[src/include/port1_pkg.sv]
// Package with register map, field positions and carrier types for the port 1 function selector
//
// Notes on behaviour
// RQ1 - Select register, eight bits, resets to zero
// RQ2 - Bit 7 picks interrupt three / timer F
// RQ3 - Bit 6 picks interrupt two / timer C
// RQ4 - Bit 5 picks interrupt one / timer B
// RQ5 - Bit 4 drives pin from PWM
// RQ6 - Bit 2 drives pin from timer F high compare
// RQ7 - Bit 1 drives pin from timer F low compare
// RQ8 - Bit 0 drives pin from clock divider
// RQ9 - Software writes zero to bit 3
// RQ10 - Reduced variant: software zeroes bits 6, 4, 3
// RQ11 - Event inputs offer rising or falling edge
// RQ12 - Pin 7 feeds timer F when clock select 0xx
// RQ13 - Timer F use: software disables interrupt three
// RQ14 - Pin 6 set by select, timer C mode, direction
// RQ15 - Direction one is output, zero is input
// RQ16 - Direction and latch only matter for general I/O
// RQ17 - Unimplemented select bits read zero, ignore writes
package port1_pkg;

    // Register byte addresses on APB
    localparam logic [7:0] SEL_OFFSET    = 8'h00; // Function select register
    localparam logic [7:0] DIR_OFFSET    = 8'h04; // Direction register
    localparam logic [7:0] LATCH_OFFSET  = 8'h08; // Output latch register
    localparam logic [7:0] EDGE_OFFSET   = 8'h0c; // Edge polarity register
    localparam logic [7:0] TCFG_OFFSET   = 8'h10; // Timer configuration register
    localparam logic [7:0] PIN_OFFSET    = 8'h14; // Pin state readback

    // Reset values
    localparam logic [7:0] SEL_RESET     = 8'h00;
    localparam logic [7:0] DIR_RESET     = 8'h00;
    localparam logic [7:0] LATCH_RESET   = 8'h00;
    localparam logic [2:0] EDGE_RESET    = 3'h0;
    localparam logic [5:0] TCFG_RESET    = 6'h00;

    // Writable bits of the select register, full and reduced variants
    localparam logic [7:0] SEL_MASK_FULL = 8'hf7;
    localparam logic [7:0] SEL_MASK_LITE = 8'ha7;

    // Select bit positions
    localparam int SEL_EXT_INT_THREE_SELECT  = 7;
    localparam int SEL_EXT_INT_TWO_SELECT  = 6;
    localparam int SEL_EXT_INT_ONE_SELECT  = 5;
    localparam int SEL_PWM   = 4;
    localparam int SEL_TFH   = 2;
    localparam int SEL_TFL   = 1;
    localparam int SEL_CLK   = 0;

    // Timer configuration fields
    localparam int TCFG_CKSL_LSB = 0; // Timer F clock select, 3 bits
    localparam int TCFG_TMC_LSB  = 3; // Timer C mode field, 3 bits
    localparam logic [2:0] TMC_EXT_EVENT = 3'h7; // Timer C counts pin events

    // Alternate function outputs from peripherals
    typedef struct packed {
        logic pwm_out;                  // Pulse-width modulator output
        logic timer_f_high_compare_out; // Timer F high byte compare
        logic timer_f_low_compare_out;  // Timer F low byte compare
        logic clock_divider_out;        // Clock output function
    } alt_out_t;

    // Event and interrupt requests toward peripherals
    typedef struct packed {
        logic ext_int_three_req; // Edge pulse, interrupt three
        logic ext_int_two_req;   // Edge pulse, interrupt two
        logic ext_int_one_req;   // Edge pulse, interrupt one
        logic timer_f_event_in;  // Edge pulse to timer F
        logic timer_c_event_in;  // Edge pulse to timer C
        logic timer_b_event_in;  // Edge pulse to timer B
    } event_out_t;

endpackage : port1_pkg

[src/rtl/port1_pin_function_select.sv]
// Port 1 pin function selector with APB register file and pin routing
`timescale 1ns/1ps

module port1_pin_function_select #(
    parameter bit REDUCED = 1'b0                      // Reduced variant lacks bits 6 and 4
) (
    input  wire logic                 pclk,           // APB clock, 40 MHz
    input  wire logic                 presetn,        // Asynchronous reset, active low
    input  wire logic                 psel,           // APB select
    input  wire logic                 penable,        // APB access phase
    input  wire logic                 pwrite,         // APB write
    input  wire logic [7:0]           paddr,          // APB byte address
    input  wire logic [31:0]          pwdata,         // APB write data
    output logic      [31:0]          prdata,         // APB read data
    output logic                      pready,         // APB ready
    output logic                      pslverr,        // APB error on unmapped address
    input  wire port1_pkg::alt_out_t  alt_out,        // Peripheral outputs for the pins
    output port1_pkg::event_out_t     events,         // Edge pulses toward interrupts and timers
    input  wire logic [7:0]           pin_in,         // Pad input levels
    output logic      [7:0]           pin_out,        // Pad output values
    output logic      [7:0]           pin_oe_n        // Pad output enables, low drives
);
    import port1_pkg::*;

    // Registers
    logic [7:0] port1_function_select_r; // Function select
    logic [7:0] port1_direction_r;       // Direction per pin
    logic [7:0] port1_output_latch_r;    // Output latch per pin
    logic [2:0] edge_rise_r;             // Edge polarity for pins 7, 6, 5; 1 = rising
    logic [5:0] timer_cfg_r;             // Timer C mode and timer F clock select copies
    logic [7:0] pin_meta_r;              // First synchroniser stage
    logic [7:0] pin_sync_r;              // Second synchroniser stage
    logic [2:0] pin_prev_r;              // Previous synced level, pins 7..5
    logic [7:0] sel_mask;                // Writable select bits
    logic [7:0] rd_nxt;                  // Read mux
    logic       hit;                     // Address is mapped
    logic       wr_en;                   // Write strobe
    logic [2:0] edge_seen;               // Selected edges on pins 7..5
    logic [2:0] timer_f_clock_select;    // Timer F clock select field
    logic [2:0] timer_c_mode_field;      // Timer C mode field

    // Decode used by both read and write paths
    function automatic logic mapped(input logic [7:0] a);
        mapped = (a == SEL_OFFSET) || (a == DIR_OFFSET) || (a == LATCH_OFFSET) ||
                 (a == EDGE_OFFSET) || (a == TCFG_OFFSET) || (a == PIN_OFFSET);
    endfunction : mapped

    // Single-cycle access phase; unmapped addresses flag an error
    assign sel_mask = REDUCED ? SEL_MASK_LITE : SEL_MASK_FULL; // [RQ17] [RQ10]
    assign hit      = mapped(paddr);
    assign wr_en    = psel && penable && pwrite && hit;
    assign pready   = 1'b1;
    assign pslverr  = psel && penable && !hit;
    assign timer_f_clock_select = timer_cfg_r[TCFG_CKSL_LSB +: 3];
    assign timer_c_mode_field   = timer_cfg_r[TCFG_TMC_LSB +: 3];

    // Function select register, unimplemented bits forced to zero
    always_ff @(posedge pclk or negedge presetn) begin
        if (!presetn) begin
            port1_function_select_r <= SEL_RESET; // [RQ1]
        end else if (wr_en && paddr == SEL_OFFSET) begin
            port1_function_select_r <= pwdata[7:0] & sel_mask; // [RQ1] [RQ9] [RQ17]
        end
    end

    // Direction and output latch registers
    always_ff @(posedge pclk or negedge presetn) begin
        if (!presetn) begin
            port1_direction_r    <= DIR_RESET;
            port1_output_latch_r <= LATCH_RESET;
        end else if (wr_en) begin
            if (paddr == DIR_OFFSET) begin
                port1_direction_r <= pwdata[7:0];
            end
            if (paddr == LATCH_OFFSET) begin
                port1_output_latch_r <= pwdata[7:0];
            end
        end
    end

    // Edge polarity and timer configuration
    always_ff @(posedge pclk or negedge presetn) begin
        if (!presetn) begin
            edge_rise_r <= EDGE_RESET;
            timer_cfg_r <= TCFG_RESET;
        end else if (wr_en) begin
            if (paddr == EDGE_OFFSET) begin
                edge_rise_r <= pwdata[2:0]; // [RQ11]
            end
            if (paddr == TCFG_OFFSET) begin
                timer_cfg_r <= pwdata[5:0];
            end
        end
    end

    // Read mux, upper bits zero
    always_comb begin
        rd_nxt = 8'h00;
        unique case (paddr)
            SEL_OFFSET:   rd_nxt = port1_function_select_r; // [RQ17]
            DIR_OFFSET:   rd_nxt = port1_direction_r;
            LATCH_OFFSET: rd_nxt = port1_output_latch_r;
            EDGE_OFFSET:  rd_nxt = {5'h00, edge_rise_r};
            TCFG_OFFSET:  rd_nxt = {2'h0, timer_cfg_r};
            PIN_OFFSET:   rd_nxt = pin_sync_r;
            default:      rd_nxt = 8'h00;
        endcase
    end

    // Read data registered from setup phase so it is valid in access phase
    always_ff @(posedge pclk or negedge presetn) begin
        if (!presetn) begin
            prdata <= 32'h0000_0000;
        end else if (psel && !penable && !pwrite) begin
            prdata <= {24'h00_0000, rd_nxt};
        end
    end

    // Two-stage pin synchroniser and edge history
    always_ff @(posedge pclk or negedge presetn) begin
        if (!presetn) begin
            pin_meta_r <= 8'h00;
            pin_sync_r <= 8'h00;
            pin_prev_r <= 3'h0;
        end else begin
            pin_meta_r <= pin_in;
            pin_sync_r <= pin_meta_r;
            pin_prev_r <= pin_sync_r[7:5];
        end
    end

    // Rising or falling edge detection on the event pins
    genvar g;
    generate
        for (g = 0; g < 3; g++) begin : g_edge
            assign edge_seen[g] = edge_rise_r[g] ? (pin_sync_r[g+5] && !pin_prev_r[g])   // [RQ11]
                                                 : (!pin_sync_r[g+5] && pin_prev_r[g]);
        end
    endgenerate

    // Event pulses, registered; gated by the select bits
    always_ff @(posedge pclk or negedge presetn) begin
        if (!presetn) begin
            events <= '0;
        end else begin
            events.ext_int_three_req <= port1_function_select_r[SEL_EXT_INT_THREE_SELECT] && edge_seen[2]; // [RQ2] [RQ12]
            events.timer_f_event_in  <= port1_function_select_r[SEL_EXT_INT_THREE_SELECT] && edge_seen[2]
                                        && !timer_f_clock_select[2]; // [RQ12]
            events.ext_int_two_req   <= port1_function_select_r[SEL_EXT_INT_TWO_SELECT] && edge_seen[1]; // [RQ3]
            events.timer_c_event_in  <= port1_function_select_r[SEL_EXT_INT_TWO_SELECT] && edge_seen[1]
                                        && timer_c_mode_field == TMC_EXT_EVENT; // [RQ14]
            events.ext_int_one_req   <= port1_function_select_r[SEL_EXT_INT_ONE_SELECT] && edge_seen[0]; // [RQ4]
            events.timer_b_event_in  <= port1_function_select_r[SEL_EXT_INT_ONE_SELECT] && edge_seen[0]; // [RQ4]
        end
    end

    // Pad drive: alternate function owns a selected pin
    always_ff @(posedge pclk or negedge presetn) begin
        if (!presetn) begin
            pin_out  <= 8'h00;
            pin_oe_n <= 8'hff;
        end else begin
            // General I/O defaults from latch and direction
            pin_out  <= port1_output_latch_r;                    // [RQ16]
            pin_oe_n <= ~port1_direction_r;                      // [RQ15]
            // Event inputs never drive
            if (port1_function_select_r[SEL_EXT_INT_THREE_SELECT]) begin
                pin_oe_n[7] <= 1'b1;                             // [RQ2] [RQ16]
            end
            if (port1_function_select_r[SEL_EXT_INT_TWO_SELECT]) begin
                pin_oe_n[6] <= 1'b1;                             // [RQ3] [RQ14]
            end
            if (port1_function_select_r[SEL_EXT_INT_ONE_SELECT]) begin
                pin_oe_n[5] <= 1'b1;                             // [RQ4]
            end
            // Output alternates
            if (port1_function_select_r[SEL_PWM]) begin
                pin_out[4]  <= alt_out.pwm_out;                  // [RQ5]
                pin_oe_n[4] <= 1'b0;
            end
            if (port1_function_select_r[SEL_TFH]) begin
                pin_out[2]  <= alt_out.timer_f_high_compare_out; // [RQ6]
                pin_oe_n[2] <= 1'b0;
            end
            if (port1_function_select_r[SEL_TFL]) begin
                pin_out[1]  <= alt_out.timer_f_low_compare_out;  // [RQ7]
                pin_oe_n[1] <= 1'b0;
            end
            if (port1_function_select_r[SEL_CLK]) begin
                pin_out[0]  <= alt_out.clock_divider_out;        // [RQ8]
                pin_oe_n[0] <= 1'b0;
            end
        end
    end

endmodule : port1_pin_function_select

[config.mk]
export PLATFORM = sky130hd
export DESIGN_NAME = port1_pin_function_select
export DESIGN_NICKNAME = d
export VERILOG_FILES = /design/src/include/port1_pkg.sv /design/src/rtl/port1_pin_function_select.sv
export SDC_FILE = /design/constraint.sdc
export NUM_CORES = 1
export LEC_CHECK = 0
export ABC_AREA = 1
export BUFFER_PORTS_ARGS = -buffer_cell sky130_fd_sc_hd__buf_2
export CAP_MARGIN = 0
export CORE_MARGIN = 2
export CORE_UTILIZATION = 51
export DETAILED_ROUTE_END_ITERATION = 8
export PLACE_DENSITY = 0.83
export SYNTH_ARGS = -nofsm -noshare
export SYNTH_HDL_FRONTEND = slang
export SYNTH_SLANG_ARGS = --single-unit
[constraint.sdc]
create_clock -name pclk -period 1.1 [get_ports pclk]
set_clock_uncertainty 0.05 [all_clocks]
set_input_delay 0 -clock pclk [delete_from_list [all_inputs] [get_ports pclk]]
set_output_delay 0 -clock pclk [all_outputs]
set_load 0.1 [all_outputs]
==> Yosys cells after proc, flatten, opt, wreduce, memory -nomap -nowiden <==
Cells that the tools add are included.
{ "classes": {"mux": 15, "bitwise_logic": 1, "eq_ne": 6, "n_reduce_logical": 38} }
{ "ops": {"columns": ["operator", "count"], "rows": [
  ["8-bit case mux with 6 select lines", 1],
  ["1-bit logical AND", 18],
  ["8-bit by 4-bit equality test with 1-bit output, second input constant", 2],
  ["8-bit by 5-bit equality test with 1-bit output, second input constant", 2],
  ["1-bit 2-to-1 mux", 14],
  ["1-bit logical NOT", 10],
  ["8-bit by 3-bit equality test with 1-bit output, second input constant", 1],
  ["8-bit logical NOT", 1],
  ["8-bit NOT", 1],
  ["2-bit AND reduction", 4],
  ["1-bit logical OR", 5],
  ["3-bit equality test, second input constant", 1]
]} }
{ "word_totals": {"wordCells": 76, "ff_bits": 80, "inputBits": 57} }

==> Longest topological paths before layout <==
{ "depth": {"depth_word": 8, "mapped_depth": 10} }

==> Least setup slack after synthesis <==
Ideal clock, no wire load.
{ "synth_path": {"path_type": "input -> output", "start": "input port paddr[5]", "end": "output port pslverr", "setup_slack_ps": -1444, "required_time_ps": 1050, "n_path_buf": 0, "arrival_time_ps": 2494, "cell_stages": 6, "cell_sequence": "inv_2 -> nand2_1 -> nor2_8 -> nand2_2 -> nand3_4 -> nor3_1"} }
{ "synth_via": {"elab_chain_cells": 8, "word_cells_on_any_way": 13, "cone_classes": "eq/ne: 5; reduce/logical: 8"} }
{ "synth_rtl": {"columns": ["element", "line", "rtl"], "rows": [
  ["start: declaration", "port1_pin_function_select.sv:12", "input wire logic [7:0] paddr,"],
  ["8-bit by 3-bit equality test with 1-bit output / 8-bit logical NOT (equally long branches)", "port1_pin_function_select.sv:44", "mapped = (a == SEL_OFFSET) || (a == DIR_OFFSET) || (a == LATCH_OFFSET) ||"],
  ["1-bit logical OR (3 in a row)", "port1_pin_function_select.sv:44", null],
  ["1-bit logical OR", "port1_pin_function_select.sv:45", "(a == EDGE_OFFSET) || (a == TCFG_OFFSET) || (a == PIN_OFFSET);"],
  ["1-bit logical OR (*)", "port1_pin_function_select.sv:45", null],
  ["1-bit logical NOT (*)", "port1_pin_function_select.sv:53", "assign pslverr = psel && penable && !hit;"],
  ["1-bit logical AND (*)", "port1_pin_function_select.sv:53", null],
  ["end: declaration", "port1_pin_function_select.sv:16", "output logic pslverr,"]
]} }
Every way passes the cells marked *; elsewhere a longest branch is shown, timed or not.

==> Worst setup path in the final report <==
{ "layout_path": {"start": "register pin_oe_n[7]", "end": "output port pin_oe_n[7]"} }
{ "layout_rtl": {"columns": ["element", "line", "rtl"], "rows": [
  ["start: declaration", "port1_pin_function_select.sv:21", "output logic [7:0] pin_oe_n"],
  ["start signal: assignment", "port1_pin_function_select.sv:165", "pin_oe_n <= ~port1_direction_r;"]
]} }
No word-level cell between the ends.

==> summary.json <==
{
  "worstSetupEndpointType": {"value": "output pin"},
  "number_of_placed_cells_counting_well_taps": {"value": 532},
  "ys_top_cells_by_area": {"value": "dfrtp_1 (51%), nand2_1 (9.6%), dfstp_2 (5.9%)"},
  "finish.utilization": {"value": 74.01, "unit": "%"},
  "grt_max_degree": {"value": 36},
  "detailed_place_hpwl": {"value": 5823, "unit": "µm"},
  "setup-violations-final": {"value": 8},
  "cp_max_fo": {"value": 1},
  "max-clock-path-buffers": {"value": 2},
  "synth.largest_area_cell": {"value": "dfrtp_1"},
  "count_of_distinct_cell_types_in_the_synthesized_netlist": {"value": 29},
  "grt.busiest_layer": {"value": "met2"},
  "ant_cells": {"value": 0},
  "critical_path.cell_chain": {"value": "buf_12"},
  "yosys.cell_count.top_type": {"value": "nand2_1"},
  "groute.layer.met1.usage": {"value": 28.83, "unit": "%"},
  "rows": {"value": 30},
  "drtPass1Iterations": {"value": 5},
  "final_std_cell_area_no_fill": {"value": 5029, "unit": "µm²"},
  "grt_antenna_before_repair": {"value": 0},
  "cts_root_buffer": {"value": "clkbuf_8"},
  "num_vias": {"value": 2791},
  "regToRegStartpoint": {"value": "timer_cfg_r[2]"},
  "hp-class": {"value": "input pin to asynchronous set/reset pin"},
  "setup_ws": {"value": -0.01743, "unit": "ns"},
  "postSynthCellCount": {"value": 357},
  "drc_viols": {"value": 0},
  "final_antenna_net_count": {"value": 0},
  "gr-total-overflow": {"value": 0},
  "p_leak": {"value": 2.490, "unit": "nW"},
  "area_growth": {"value": 41.17, "unit": "%"},
  "p_per_area": {"value": 1214, "unit": "nW/µm²"},
  "yosys_warnings": {"value": 0},
  "timing.final.crit_share": {"value": 101.6, "unit": "%"},
  "setup_total_negative_slack": {"value": -0.09553, "unit": "ns"},
  "layout-drive-gt1-share": {"value": 38.24, "unit": "%"},
  "cpLargestDelayFamily": {"value": "flip-flops"},
  "synth-seq-area-share": {"value": 56.48, "unit": "%"},
  "route.detailed.vias_per_inst": {"value": 4.879},
  "hold_fails_final_rpt": {"value": 0},
  "chipHeight": {"value": 87.58, "unit": "µm"},
  "cap_viol_max_count": {"value": 0},
  "floorplan.die_area": {"value": 7669, "unit": "µm²"},
  "layoutNonFillerInstCount": {"value": 572},
  "place_ws": {"value": -0.2048, "unit": "ns"},
  "timing.critical_path.slowest_stage_cell": {"value": "dfstp_2"},
  "layout.nets": {"value": 528},
  "crit_path_start": {"value": "pin_oe_n[7]"},
  "tritoncts_num_sinks": {"value": 80},
  "slowest_delay": {"value": 0.55, "unit": "ns"},
  "worst-setup-path-type": {"value": "flop to output pin"},
  "status": {"value": "finished with violations"},
  "design.core.area": {"value": 6794, "unit": "µm²"},
  "top_level_ports": {"value": 113},
  "cts_tree": {"value": "built"},
  "synthArstFlopShare": {"value": 100.0, "unit": "%"},
  "clk_transition_reported_paths": {"value": 0.08, "unit": "ns"},
  "post_drt_wl_per_cell": {"value": 13.98, "unit": "µm"},
  "maxSlewViolCount": {"value": 0},
  "timing.critical_path.buf_inv": {"value": 1},
  "grtUsageTotal": {"value": 22.64, "unit": "%"},
  "postSynth.topFlopCell": {"value": "dfrtp_1"},
  "clk_latency": {"value": 0.34, "unit": "ns"},
  "synth-seq-cells": {"value": 80},
  "synth_edf_count": {"value": 0},
  "fmax": {"value": 894.9, "unit": "MHz"},
  "critPathRequiredTime": {"value": 1.05, "unit": "ns"},
  "floorplan.die.width": {"value": 87.58, "unit": "µm"},
  "synth_top_cells_by_count": {"value": "nand2_1 (91), dfrtp_1 (72), nand3_1 (29)"},
  "place_area": {"value": 4554, "unit": "µm²"},
  "finalWirelength": {"value": 7994, "unit": "µm"},
  "port_buffers": {"value": 63},
  "fillers": {"value": 448},
  "grt_pass1_vias": {"value": 2788},
  "worstSetupStartpointType": {"value": "flop"},
  "netlist_area": {"value": 3562, "unit": "µm²"},
  "worstPathArrival": {"value": 1.07, "unit": "ns"},
  "violated_checks": {"value": "setup timing"},
  "synth_top_area_share": {"value": 50.58, "unit": "%"},
  "fin_crit": {"value": 1.117, "unit": "ns"},
  "grt_pass1_wl": {"value": 13160, "unit": "µm"},
  "max-vdd-ir-drop": {"value": 0.9878, "unit": "mV"},
  "syn-mean-instance-area": {"value": 9.978, "unit": "µm²"},
  "rsz0062_at_grt": {"value": "yes"},
  "gpl.final_weighted_congestion": {"value": 0.8678},
  "tritoncts.num_buffers": {"value": 9},
  "initial_utilization": {"value": 52.43, "unit": "%"},
  "power.total": {"value": 6.104, "unit": "mW"},
  "htreeDepth": {"value": 3},
  "timing.hold.ws": {"value": 0.05966, "unit": "ns"},
  "drt-initial-drc-count": {"value": 148},
  "use_met3": {"value": 3.582, "unit": "%"},
  "gr-usage-met2": {"value": 38.22, "unit": "%"}
}
## per-layer routing
| metal | share of wire (%) | routed length, µm | vias to the layer above |
|---|---|---|---|
| met5 | 0 | 0 | - |
| met4 | 2.1 | 167 | 0 |
| met3 | 4.6 | 371 | 14 |
| met2 | 51 | 4090 | 117 |
| met1 | 42 | 3364 | 1339 |
| li1 | - | - | 1321 |
## cells by family (layout without fill, tap and decap cells)
group	after synthesis	in the layout	share of synthesized area [%]
simple gates	162	162	23.39
mux	4	4	1.264
compound gates	44	44	8.395
other cells	2	25	0.2108
flops	80	80	56.48
buf+inv	65	161	10.26
## final cells by class
| cell class | instances | area [µm²] | share of cell area, % |
|---|---|---|---|
| repair buffers | 111 | 1246 | 24.78 |
| clock inverters | 5 | 81.33 | 1.617 |
| well taps | 96 | 120.1 | 2.389 |
| inverters | 34 | 127.6 | 2.538 |
| flip-flops and latches | 80 | 2023 | 40.23 |
| multi-input cells | 235 | 1299 | 25.83 |
| clock buffers | 11 | 131.4 | 2.613 |
## final timing paths
path	end	slack [ns]	cells past startpoint
worst max-delay path	pin_oe_n[7]	-0.02	1
worst min-delay path	pin_prev_r[1]	0.06	2
worst max register to register	prdata[2]	0.04	6
worst min register to register	pin_sync_r[3]	0.30	0
max in group asynchronous	pin_oe_n[2]	0.38	3
min in group pclk	prdata[0]	0.08	5
## flip-flops by register name, indices dropped and copies added (netlist names)
| signal | count |
|---|---|
| edge_rise_r | 3 |
| events | 5 |
| pin_meta_r | 8 |
| pin_oe_n | 8 |
| pin_out | 8 |
| pin_prev_r | 3 |
| pin_sync_r | 8 |
| port1_direction_r | 8 |
| port1_function_select_r | 7 |
| port1_output_latch_r | 8 |
| prdata | 8 |
| timer_cfg_r | 6 |
## where the power goes
group | internal [mW] | switching (mW) | leakage (nW)
Sequential | 2.98 | 0.0201 | 1.03
Combinational | 0.169 | 0.607 | 1.35
Clock | 1.28 | 1.04 | 0.104
Total | 4.43 | 1.67 | 2.49
## layout by cell type, fill, tap and decap left out, types with 5 or more instances in the layout
master | netlist | layout
conb_1 | 2 | 25
o21ai_0 | 15 | 11
dlygate4sd3_1 | 0 | 21
buf_2 | 1 | 31
inv_2 | 8 | 8
nand3_1 | 29 | 28
buf_4 | 26 | 24
o21ai_1 | 5 | 9
dfrtp_1 | 72 | 63
nor2_1 | 11 | 10
inv_1 | 26 | 26
buf_12 | 0 | 35
dfstp_2 | 8 | 8
clkbuf_8 | 0 | 9
nor2_4 | 5 | 5
o21ai_2 | 19 | 19
nand2_2 | 8 | 9
nand2_1 | 91 | 90
dfrtp_2 | 0 | 9
## timing repair
item,CTS,global route
resized for setup,2,6
hold buffers,21,0
hold endpoints to repair,114,0
buffers inserted,0,3
pin swaps,1,7
setup endpoints to repair,10,15
No activity file was read; power rests on OpenSTA's default activity.
